`config.mk`:
```
export PLATFORM = sky130hd
export DESIGN_NAME = iopdp_regs
export DESIGN_NICKNAME = d
export VERILOG_FILES = /design/src/include/iopdp_pkg.sv /design/src/verilog/iopdp_regs.sv /design/src/verilog/iopdp_port.sv
export SDC_FILE = /design/constraint.sdc
export NUM_CORES = 1
export LEC_CHECK = 0
export BUFFER_PORTS_ARGS = -buffer_cell sky130_fd_sc_hd__buf_4
export CORE_MARGIN = 2
export CORE_UTILIZATION = 48
export CTS_CLUSTER_DIAMETER = 40
export DETAILED_ROUTE_END_ITERATION = 6
export PLACE_DENSITY = 0.8
export SYNTH_ARGS = -nofsm -noshare
export SYNTH_HDL_FRONTEND = slang
export SYNTH_SLANG_ARGS = --single-unit
```
`constraint.sdc`:
```
create_clock -name hclk -period 2.2 [get_ports hclk]
set_input_delay 0 -clock hclk [delete_from_list [all_inputs] [get_ports hclk]]
set_output_delay 0 -clock hclk [all_outputs]
set_load 0.05 [all_outputs]
```
`src/include/iopdp_pkg.sv`:
```
/*
 * Constants for the port direction, data and pull-up register block:
 * register indices, reset values and default chip-select pin mask.
 * Assumes one 32-bit AHB-Lite slave where byte address = 4 * index.
 */
`default_nettype none
package iopdp_pkg;
    localparam int IOPDP_PORT_W = 8;
    localparam int IOPDP_IDX_W = 8;
    // Register indices; byte address is four times the index
    localparam logic [7:0] IOPDP_IDX_PB_DIR = 8'hD4;
    localparam logic [7:0] IOPDP_IDX_PC_DIR = 8'hD5;
    localparam logic [7:0] IOPDP_IDX_PB_DATA = 8'hD6;
    localparam logic [7:0] IOPDP_IDX_PC_DATA = 8'hD7;
    localparam logic [7:0] IOPDP_IDX_P4_PULL = 8'hDA;
    localparam logic [7:0] IOPDP_IDX_P5_PULL = 8'hDB;
    localparam logic [7:0] IOPDP_IDX_P4_DIR = 8'hDC;
    localparam logic [7:0] IOPDP_IDX_P5_DIR = 8'hDD;
    localparam logic [7:0] IOPDP_RESET_BYTE = 8'h00;
    localparam logic [31:0] IOPDP_RDATA_NONE = 32'h0000_0000;
    localparam logic [7:0] IOPDP_CS_MASK_DEFAULT = 8'hF0;
    localparam logic [1:0] IOPDP_HTRANS_IDLE = 2'h0;
    localparam logic [1:0] IOPDP_HTRANS_NONSEQ = 2'h2;
    localparam logic [1:0] IOPDP_HRESP_OKAY = 2'h0;
endpackage
`default_nettype wire

```
`src/verilog/iopdp_regs.sv`:
```
/*
 * Port B/C direction and data registers, port 4/5 pull-up control,
 * behind a zero-wait AHB-Lite slave.
 * Assumes pins are external (synchronised here) and chip selects
 * arrive from logic on hclk.
 */
`default_nettype none
// Contract
// RULE_01 - Port B write-only direction, reset input
// RULE_02 - Port C write-only direction, CS or output
// RULE_03 - Port 4 read/write pull-up bits, reset off
// RULE_04 - Port 4 pull-up only while pin input
// RULE_05 - Port 5 pull-up only while pin input
// RULE_06 - Output pins drive data register, read/write
module iopdp_regs
    import iopdp_pkg::*;
#(
    parameter logic [7:0] CS_PIN_MASK = IOPDP_CS_MASK_DEFAULT
) (
    // Clock and reset
    input wire logic hclk,
    input wire logic hresetn,
    // AHB-Lite slave
    input wire logic hsel,
    input wire logic [31:0] haddr,
    input wire logic [1:0] htrans,
    input wire logic hwrite,
    input wire logic [2:0] hsize,
    input wire logic [31:0] hwdata,
    input wire logic hready,
    output logic hreadyout,
    output logic [1:0] hresp,
    output logic [31:0] hrdata,
    // Port B pins
    input wire logic [7:0] port_b_in,
    output logic [7:0] port_b_out,
    output logic [7:0] port_b_oe,
    // Port C pins and chip-select source
    input wire logic [7:0] port_c_in,
    input wire logic [7:0] chip_select_n,
    output logic [7:0] port_c_out,
    output logic [7:0] port_c_oe,
    // Port 4 and 5 direction and pull-up drive
    output logic [7:0] port_4_dir_bit,
    output logic [7:0] port_5_dir_bit,
    output logic [7:0] port_4_pullup_en,
    output logic [7:0] port_5_pullup_en
);
    logic [7:0] port_b_dir_bits;
    logic [7:0] port_c_dir_bits;
    logic [7:0] port_b_data_bits;
    logic [7:0] port_c_data_bits;
    logic [7:0] port_4_pullup_bits;
    logic [7:0] port_5_pullup_bits;
    logic [7:0] next_pb_dir;
    logic [7:0] next_pc_dir;
    logic [7:0] next_pb_data;
    logic [7:0] next_pc_data;
    logic [7:0] next_p4_pull;
    logic [7:0] next_p5_pull;
    logic [7:0] next_p4_dir;
    logic [7:0] next_p5_dir;
    logic wr_pend;
    logic next_wr_pend;
    logic [7:0] wr_idx;
    logic [7:0] next_wr_idx;
    logic [31:0] next_hrdata;
    logic [7:0] port_b_sync;
    logic [7:0] port_c_sync;
    logic addr_phase;
    logic [7:0] acc_idx;
    logic [7:0] wbyte;
    logic [7:0] cs_sel;

    assign hreadyout = 1'b1;
    assign hresp = IOPDP_HRESP_OKAY;
    assign addr_phase = hsel && hready && htrans[1];
    assign acc_idx = haddr[9:2];
    assign wbyte = hwdata[7:0];
    // CS function only on masked pins set as output
    assign cs_sel = CS_PIN_MASK & port_c_dir_bits; // RULE_02

    // Bus phase tracking
    always_comb begin
        next_wr_pend = addr_phase && hwrite && (haddr[31:10] == '0);
        next_wr_idx = addr_phase ? acc_idx : wr_idx;
    end

    // Register writes land in the data phase
    always_comb begin
        next_pb_dir = port_b_dir_bits;
        next_pc_dir = port_c_dir_bits;
        next_pb_data = port_b_data_bits;
        next_pc_data = port_c_data_bits;
        next_p4_pull = port_4_pullup_bits;
        next_p5_pull = port_5_pullup_bits;
        next_p4_dir = port_4_dir_bit;
        next_p5_dir = port_5_dir_bit;
        if (wr_pend) begin
            case (wr_idx)
                IOPDP_IDX_PB_DIR: next_pb_dir = wbyte; // RULE_01
                IOPDP_IDX_PC_DIR: next_pc_dir = wbyte; // RULE_02
                IOPDP_IDX_PB_DATA: next_pb_data = wbyte; // RULE_06
                IOPDP_IDX_PC_DATA: next_pc_data = wbyte; // RULE_06
                IOPDP_IDX_P4_PULL: next_p4_pull = wbyte; // RULE_03
                IOPDP_IDX_P5_PULL: next_p5_pull = wbyte; // RULE_05
                IOPDP_IDX_P4_DIR: next_p4_dir = wbyte;
                IOPDP_IDX_P5_DIR: next_p5_dir = wbyte;
                default: begin
                end
            endcase
        end
    end

    // Read data registered at the address phase, held otherwise
    always_comb begin
        next_hrdata = hrdata;
        if (addr_phase && !hwrite) begin
            next_hrdata = IOPDP_RDATA_NONE;
            if (haddr[31:10] == '0) begin
                case (acc_idx)
                    // Input pins show the pin, output pins the register
                    IOPDP_IDX_PB_DATA: next_hrdata[7:0] =
                        (port_b_dir_bits & port_b_data_bits) |
                        (~port_b_dir_bits & port_b_sync); // RULE_06
                    IOPDP_IDX_PC_DATA: next_hrdata[7:0] =
                        (port_c_dir_bits & port_c_data_bits) |
                        (~port_c_dir_bits & port_c_sync); // RULE_06
                    IOPDP_IDX_P4_PULL:
                        next_hrdata[7:0] = port_4_pullup_bits; // RULE_03
                    IOPDP_IDX_P5_PULL:
                        next_hrdata[7:0] = port_5_pullup_bits; // RULE_05
                    // Direction registers are write-only and read zero
                    default: next_hrdata = IOPDP_RDATA_NONE;
                endcase
            end
        end
    end

    always_ff @(posedge hclk or negedge hresetn) begin
        if (!hresetn) begin
            port_b_dir_bits <= IOPDP_RESET_BYTE; // RULE_01
            port_c_dir_bits <= IOPDP_RESET_BYTE; // RULE_02
            port_b_data_bits <= IOPDP_RESET_BYTE; // RULE_06
            port_c_data_bits <= IOPDP_RESET_BYTE;
            port_4_pullup_bits <= IOPDP_RESET_BYTE; // RULE_03
            port_5_pullup_bits <= IOPDP_RESET_BYTE; // RULE_05
            port_4_dir_bit <= IOPDP_RESET_BYTE;
            port_5_dir_bit <= IOPDP_RESET_BYTE;
            wr_pend <= 1'b0;
            wr_idx <= '0;
            hrdata <= IOPDP_RDATA_NONE;
        end else begin
            port_b_dir_bits <= next_pb_dir;
            port_c_dir_bits <= next_pc_dir;
            port_b_data_bits <= next_pb_data;
            port_c_data_bits <= next_pc_data;
            port_4_pullup_bits <= next_p4_pull;
            port_5_pullup_bits <= next_p5_pull;
            port_4_dir_bit <= next_p4_dir;
            port_5_dir_bit <= next_p5_dir;
            wr_pend <= next_wr_pend;
            wr_idx <= next_wr_idx;
            hrdata <= next_hrdata;
        end
    end

    // Pull-ups forced off on output pins
    assign port_4_pullup_en = port_4_pullup_bits & ~port_4_dir_bit; // RULE_04
    assign port_5_pullup_en = port_5_pullup_bits & ~port_5_dir_bit; // RULE_05

    iopdp_port #(
        .WIDTH(IOPDP_PORT_W)
    ) u_port_b (
        .hclk(hclk),
        .hresetn(hresetn),
        .dir(port_b_dir_bits),
        .data(port_b_data_bits),
        .alt_sel(8'h00),
        .alt_val(8'h00),
        .pin_in(port_b_in),
        .pin_out(port_b_out),
        .pin_oe(port_b_oe),
        .pin_sync(port_b_sync)
    );

    iopdp_port #(
        .WIDTH(IOPDP_PORT_W)
    ) u_port_c (
        .hclk(hclk),
        .hresetn(hresetn),
        .dir(port_c_dir_bits),
        .data(port_c_data_bits),
        .alt_sel(cs_sel),
        .alt_val(chip_select_n),
        .pin_in(port_c_in),
        .pin_out(port_c_out),
        .pin_oe(port_c_oe),
        .pin_sync(port_c_sync)
    );

    // Helpers for the checks below
    logic wr_pb_dir;
    logic wr_pc_dir;
    logic wr_p4_pull;
    assign wr_pb_dir = wr_pend && (wr_idx == IOPDP_IDX_PB_DIR);
    assign wr_pc_dir = wr_pend && (wr_idx == IOPDP_IDX_PC_DIR);
    assign wr_p4_pull = wr_pend && (wr_idx == IOPDP_IDX_P4_PULL);

    property p_pb_dir_write;
        @(posedge hclk) disable iff (!hresetn)
        wr_pb_dir |=> port_b_oe == $past(hwdata[7:0]);
    endproperty
    a_pb_dir_write: assert property (p_pb_dir_write) // RULE_01
        else $error("port B enable does not follow direction write");

    property p_pb_dir_reads_zero;
        @(posedge hclk) disable iff (!hresetn)
        (addr_phase && !hwrite && haddr[31:2] == {22'h0, IOPDP_IDX_PB_DIR})
        |=> hrdata == IOPDP_RDATA_NONE;
    endproperty
    a_pb_dir_reads_zero: assert property (p_pb_dir_reads_zero) // RULE_01
        else $error("port B direction read returned nonzero");

    property p_pc_cs_drive;
        @(posedge hclk) disable iff (!hresetn)
        wr_pc_dir |=> port_c_oe == $past(hwdata[7:0]) &&
        ((port_c_out ^ chip_select_n) & port_c_oe & CS_PIN_MASK) == 8'h00;
    endproperty
    a_pc_cs_drive: assert property (p_pc_cs_drive) // RULE_02
        else $error("port C chip-select pin not driving select");

    property p_p4_pull_store;
        @(posedge hclk) disable iff (!hresetn)
        wr_p4_pull ##1 (!addr_phase || hwrite) [*2]
        |-> port_4_pullup_bits == $past(hwdata[7:0], 2);
    endproperty
    a_p4_pull_store: assert property (p_p4_pull_store) // RULE_03
        else $error("port 4 pull-up bits lost written value");

    property p_p4_off_when_out;
        @(posedge hclk) disable iff (!hresetn)
        (wr_pend && wr_idx == IOPDP_IDX_P4_DIR)
        |=> port_4_dir_bit == $past(hwdata[7:0]) &&
        (port_4_pullup_en & port_4_dir_bit) == 8'h00;
    endproperty
    a_p4_off_when_out: assert property (p_p4_off_when_out) // RULE_04
        else $error("port 4 pull-up on for output pin");

    property p_p5_pull_gate;
        @(posedge hclk) disable iff (!hresetn)
        (wr_pend && wr_idx == IOPDP_IDX_P5_DIR)
        |=> port_5_pullup_en == (port_5_pullup_bits & ~$past(hwdata[7:0]));
    endproperty
    a_p5_pull_gate: assert property (p_p5_pull_gate) // RULE_05
        else $error("port 5 pull-up not gated by direction");

    property p_pb_out_data;
        @(posedge hclk) disable iff (!hresetn)
        (wr_pend && wr_idx == IOPDP_IDX_PB_DATA)
        |=> port_b_out == $past(hwdata[7:0]);
    endproperty
    a_pb_out_data: assert property (p_pb_out_data) // RULE_06
        else $error("port B output does not show data write");

    property p_pc_data_out;
        @(posedge hclk) disable iff (!hresetn)
        (wr_pend && wr_idx == IOPDP_IDX_PC_DATA)
        |=> ((port_c_out ^ $past(hwdata[7:0])) & ~cs_sel) == 8'h00;
    endproperty
    a_pc_data_out: assert property (p_pc_data_out) // RULE_06
        else $error("port C generic output does not show data write");

    property p_pc_dir_reads_zero;
        @(posedge hclk) disable iff (!hresetn)
        (addr_phase && !hwrite && haddr[31:2] == {22'h0, IOPDP_IDX_PC_DIR})
        |=> hrdata == IOPDP_RDATA_NONE;
    endproperty
    a_pc_dir_reads_zero: assert property (p_pc_dir_reads_zero) // RULE_02
        else $error("port C direction read returned nonzero");

    property p_p4_pull_read;
        @(posedge hclk) disable iff (!hresetn)
        (addr_phase && !hwrite && haddr[31:2] == {22'h0, IOPDP_IDX_P4_PULL})
        |=> hrdata == {24'h0, $past(port_4_pullup_bits)};
    endproperty
    a_p4_pull_read: assert property (p_p4_pull_read) // RULE_03
        else $error("port 4 pull-up read does not show register");

    property p_p5_pull_store;
        @(posedge hclk) disable iff (!hresetn)
        (wr_pend && wr_idx == IOPDP_IDX_P5_PULL)
        |=> port_5_pullup_bits == $past(hwdata[7:0]);
    endproperty
    a_p5_pull_store: assert property (p_p5_pull_store) // RULE_05
        else $error("port 5 pull-up bits do not take written value");

    c_pb_dir_write: cover property (@(posedge hclk) disable iff (!hresetn)
        wr_pb_dir ##1 port_b_oe != 8'h00);
    c_pc_cs_active: cover property (@(posedge hclk) disable iff (!hresetn)
        cs_sel != 8'h00);
    c_p4_pullup_on: cover property (@(posedge hclk) disable iff (!hresetn)
        port_4_pullup_en != 8'h00);
    c_p5_pullup_on: cover property (@(posedge hclk) disable iff (!hresetn)
        port_5_pullup_en != 8'h00);
    c_read_back: cover property (@(posedge hclk) disable iff (!hresetn)
        addr_phase && !hwrite ##1 hrdata != IOPDP_RDATA_NONE);
endmodule
`default_nettype wire

```
`src/verilog/iopdp_port.sv`:
```
/*
 * One port of pins: two-stage input synchroniser and output drive
 * selecting between the data register and an alternate function.
 * Assumes dir, data and alternate inputs come from hclk flip-flops.
 */
`default_nettype none
module iopdp_port
    import iopdp_pkg::*;
#(
    parameter int WIDTH = IOPDP_PORT_W
) (
    // Clock and reset
    input wire logic hclk,
    input wire logic hresetn,
    // Control from registers
    input wire logic [WIDTH-1:0] dir,
    input wire logic [WIDTH-1:0] data,
    input wire logic [WIDTH-1:0] alt_sel,
    input wire logic [WIDTH-1:0] alt_val,
    // Pins
    input wire logic [WIDTH-1:0] pin_in,
    output logic [WIDTH-1:0] pin_out,
    output logic [WIDTH-1:0] pin_oe,
    // Synchronised pin level
    output logic [WIDTH-1:0] pin_sync
);
    logic [WIDTH-1:0] meta;
    logic [WIDTH-1:0] next_meta;
    logic [WIDTH-1:0] next_sync;

    if (WIDTH < 1 || WIDTH > 32) begin : g_bad_width
        $error("iopdp_port: WIDTH must be 1 to 32");
    end

    always_comb begin
        next_meta = pin_in;
        next_sync = meta;
    end

    always_ff @(posedge hclk or negedge hresetn) begin
        if (!hresetn) begin
            meta <= '0;
            pin_sync <= '0;
        end else begin
            meta <= next_meta;
            pin_sync <= next_sync;
        end
    end

    for (genvar i = 0; i < WIDTH; i++) begin : g_bit
        // Alternate function only overrides the value, never the enable
        assign pin_out[i] = alt_sel[i] ? alt_val[i] : data[i];
        assign pin_oe[i] = dir[i];
    end
endmodule
`default_nettype wire

```
Word-level counts from Yosys, hierarchy flattened
Cells that the tools add are included.
{"block": "classes", "n_reduce_logical": 15, "n_mux": 6, "bitwise": 12, "eq_ne": 12}
{"cell": "== test 8 bit (second input constant)", "n": 12}
{"cell": "AND 8 bit", "n": 6}
{"cell": "inverter 8 bit", "n": 4}
{"cell": "one-hot mux 8 bit (4 select lines)", "n": 1}
{"cell": "logical NOT 22 bit", "n": 1}
{"cell": "OR 8 bit", "n": 2}
{"cell": "AND reduction 2 bit", "n": 8}
{"cell": "two-way mux 8 bit", "n": 1}
{"cell": "logical AND 1 bit", "n": 5}
{"cell": "two-way mux 1 bit", "n": 4}
{"cell": "logical NOT 1 bit", "n": 1}
{"block": "word_totals", "in_bits": 98, "register_bits": 137, "elab_cells": 60, "output_inout_bits": 99}

Depth between registers and ports, before layout
{"block": "depth", "ltp_word": 5, "ltp_mapped": 5}

Cells and area by module
From an unflattened synthesis, not the netlist that was laid out.
{"block": "hier_totals", "hier_cells": 366, "hier_area_um2": 5062.4}
{"mod": "iopdp_regs", "seq_area_each_um2": 2026.9, "instances": 1, "cells_per_inst": 302, "area_per_inst_um2": 3901.2}
{"mod": "iopdp_port", "seq_area_each_um2": 400.4, "instances": 2, "cells_per_inst": 32, "area_per_inst_um2": 580.6}

Worst setup path before layout
Ideal clock, no wire load.
{"block": "synth_timing", "path_kind": "reg-to-reg", "startpoint": "register wr_idx[5]", "endpoint": "register port_c_dir_bits[0]", "path_slack_ps": 431, "path_stages_with_launch": 6, "t_required_ps": 2075, "synth_period_minus_slack_ps": 1769, "path_buffers": 1, "t_arrival_ps": 1644, "cell_sequence": "dfrtp_1 > nand4b_1 > nand2b_1 > buf_2 > nor4b_4 > mux2_2"}
{"block": "synth_via", "elab_chain_cells": 2}
{"element": "start, declared", "line": "iopdp_regs.sv:65", "source": "logic [7:0] wr_idx;"}
{"element": "start signal, assigned", "line": "iopdp_regs.sv:163", "source": "wr_idx <= next_wr_idx;"}
{"element": "== test 8 bit", "line": "iopdp_regs.sv:100", "source": "case (wr_idx)"}
{"element": "AND reduction 2 bit (no line)"}
{"element": "end signal, assigned", "line": "iopdp_regs.sv:155", "source": "port_c_dir_bits <= next_pc_dir;"}
{"element": "end, declared", "line": "iopdp_regs.sv:50", "source": "logic [7:0] port_c_dir_bits;"}
No other way between the ends.
A chain may end at the register's enable or synchronous reset.

Worst setup path after layout
{"block": "layout_timing", "startpoint": "register wr_idx[5]", "endpoint": "register port_c_dir_bits[3]"}
Same word-level chain as after synthesis.

==> flow_summary_export.csv <==
group,metric,value,unit
outcome,status,"finished clean",
drt,firstDrtPassIters,4,
clocking,worstSkewPairLatency,0.50,ns
drt,drtIter0Drc,105,
finish,syn_to_final_growth,43.4,%
die,die_area,10600,um2
power,powerDensity,796,nW/um2
power,pwr-share-comb,11.3,%
drt,via_per_inst,4.95,
sta,tns,0,ns
sta,rsz0062_at_grt,"no",
finish,nFillCells,685,
power,seq_power_share,41.4,%
drt,drc,0,
placed_design,placedCellCount,612,
worst_setup_path,worstSetupEndpointType,"flip-flop",
worst_setup_path,arrival,2.25,ns
grt,grt_max_degree,66,
sta,maxSlewViolCount,0,
placed_design,place.gp.congestion,0.800,
logic_synthesis,synth_edf_count,0,
drt,postRouteAntennaNets,0,
clocking,path_clk_slew,0.05,ns
sta,period_share,84.7,%
logic_synthesis,netlist_top_cells_count,"dfrtp_1 (113), mux2_2 (74), buf_4 (31), mux2i_1 (24), nor2_1 (19)",
logic_synthesis,synth_cells,343,
die,die_w,103,um
logic_synthesis,syn_area,4720,um2
die,core_area,9640,um2
sta,finalHoldViolCount,0,
sta,fin_ws,0.336,ns
worst_setup_path,path_max_fanout,4,
clocking,clockBufferDepth,2,
logic_synthesis,synth_area_leaders,"dfrtp_1 (60%), mux2_2 (18%), mux2i_1 (5.1%), buf_4 (4.9%), nor2b_1 (2.4%)",
drt,vias,3357,
finish,num-nets-final,632,
power,leakage,3.27,nW
grt,antenna_found_initial,0,
logic_synthesis,yosys.cell_types.count,27,
grt,grt.total_usage,23.7,%
placed_design,dp_hpwl,7.91,mm
finish,postLayoutCoreUtil,70.2,%
clocking,numCtsBuffers,17,
clocking,clock-sinks,113,
drt,routed_wl,12.1,mm
power,clockPowerShare,47.2,%
die,core.rowCount,36,
grt,grt_pass1_vias,3521,
sta,fin_skew,0.00850,ns
logic_synthesis,synth.most_common_cell,"dfrtp_1",
power,ir_drop,0.622,mV
worst_setup_path,critical_path_class,"reg -> reg",
worst_setup_path,cp-start-kind,"flip-flop",
logic_synthesis,yosys_warnings,0,
clocking,cts_resized,0,
finish,layout-drive-gt1-share,47.0,%
sta,relSlewSlack,57.1,%
clocking,root_buffer,"clkbuf_8",
finish,diodes,0,
logic_synthesis,synth_flop_cell,"dfrtp_1",
finish,ff_latch_area,2830,um2
placed_design,pre_cts_slack,0.329,ns
placed_design,io_buffers,135,
finish,multi_input_area,1730,um2
finish,final_area,6770,um2
logic_synthesis,syn_area_per_cell,13.8,um2
power,intPower,4.09,mW
sta,tightest_slew,0.643,ns
logic_synthesis,postSynth.asyncResetShare,100,%
die,io_pins,197,
clocking,cts_tree,"yes",
die,initial_core_util,49.0,%
clocking,htree_levels,4,
hold_path,hold-path-cell-count,5,
grt,grt.overflow.total,0,
worst_setup_path,cp.required,2.59,ns
grt,grt_pass1_wl,18.2,mm
power,switchingPower,1.29,mW
hold_path,hp-class,"in -> reg",
sta,fin_crit,1.86,ns
worst_setup_path,r2r_cells,5,
logic_synthesis,synth_top_area_share,59.9,%
power,swShare,24.0,%
finish,fin_cells,678,
logic_synthesis,yosysTopAreaCell,"dfrtp_1",
placed_design,place_area,5850,um2
drt,wl_per_cell,17.9,um
sta,setup_viol,0,
logic_synthesis,ys_ff_latch,113,
clocking,cts_setup_buffers,0,
die,die_y,103,um
logic_synthesis,ys_seq_area_share,59.9,%
flow_run,cap_violations,0,
sta,timing.fmax,536,MHz
-- what timing repair did --
| item | 4_1_cts | 5_1_grt |
|---|---|---|
| endpoints found under the setup margin | 0 | 0 |
| hold buffers | 36 | 0 |
| hold endpoints to repair | 137 | 0 |
-- path summary, 6_finish.rpt --
path                                        from              endpoint  slack (ns)
worst max register to register         wr_idx[5]    port_c_dir_bits[3]        0.34
worst min-delay path                   htrans[1]             hrdata[5]        0.05
worst min register to register  u_port_c.meta[1]  u_port_c.pin_sync[1]        0.35
min in group asynchronous                hresetn  u_port_b.pin_sync[3]        0.06
worst max-delay path                   wr_idx[5]    port_c_dir_bits[3]        0.34
max in group asynchronous                hresetn   port_b_data_bits[7]        1.37
-- state kept, by name (all words and copies together), names as in the netlist --
name                count
hrdata                  8
port_4_dir_bit          8
port_4_pullup_bits      8
port_5_dir_bit          8
port_5_pullup_bits      8
port_b_data_bits        8
port_b_dir_bits         8
port_c_data_bits        8
port_c_dir_bits         8
u_port_b.meta           8
u_port_b.pin_sync       8
u_port_c.meta           8
u_port_c.pin_sync       8
wr_idx                  8
wr_pend                 1
-- cells by family after synthesis --
| logic type | share of synthesized area, % |
|---|---|
| mux | 23.2 |
| compound gates | 1.91 |
| flops | 59.9 |
| other cells | 0.159 |
| simple gates | 9.28 |
| buf+inv | 5.54 |
-- worst max-delay path: stages, from the launching register on --
cell and delay, ns:
dfrtp_1 0.37, nand4b_1 0.19, nand2b_1 0.30, nor4b_4 0.34, buf_4 0.20, mux2_2 0.34
-- routing by layer --
metal | wire length (um) | share of wire (%) | vias up | track usage, %
met5 | 0 | 0 | - | 0
met1 | 4940 | 41 | 1674 | 28.2
li1 | - | - | 1528 | -
met3 | 970 | 8.0 | 16 | 8.60
met2 | 6050 | 50 | 139 | 40.5
met4 | 151 | 1.2 | 0 | 7.39
-- stage by stage --
| stage | total power [mW] | hold slack, ns |
|---|---|---|
| after floorplan | 2.63 | -0.296 |
| after global placement | 2.81 | 0.0535 |
| after detailed placement | 2.82 | 0.0632 |
| after CTS | 5.42 | 0.0262 |
| after global routing | 5.59 | 0.0343 |
| final | 5.39 | 0.0547 |
-- placed cells by master (no fill, tap or decap) --
cell type      instances
buf_12                 1
buf_4                147
bufinv_16              1
clkbuf_1               1
clkbuf_16             16
clkbuf_8               8
clkinv_2               4
conb_1                27
dfrtp_1              113
dlygate4sd3_1         36
inv_1                  1
mux2_1                 2
mux2_2                74
mux2i_1               24
nand2_1               13
nand2b_1               2
nand3_1                3
nand3b_1               2
nand4_1                2
nand4b_1               2
nand4bb_1              1
nor2_1                19
nor2b_1               18
nor3_2                 1
nor3b_2                1
nor4_1                 6
nor4_4                 1
nor4b_4                1
o21ai_0                8
o22ai_1                8
or3b_2                 1
or4_1                  1
-- power by group through the flow --
| stage | registers (mW) | logic, mW | clock network, mW |
|---|---|---|---|
| after floorplan | 2.26 | 0.375 | 0 |
| after global placement | 2.26 | 0.553 | 0 |
| after detailed placement | 2.26 | 0.561 | 0 |
| after CTS | 2.23 | 0.614 | 2.58 |
| after global routing | 2.24 | 0.655 | 2.70 |
| final | 2.23 | 0.611 | 2.54 |
-- final cells by class --
type / count / area share (%)
sequential: 113 / 41.8
multi-input combinational: 217 / 25.5
timing repair buffer: 184 / 21.9
clock buffer: 25 / 7.59
tap: 133 / 2.46
clock inverter: 5 / 0.739
inverter: 1 / 0.0554
Power figures use the tool's default switching activity.
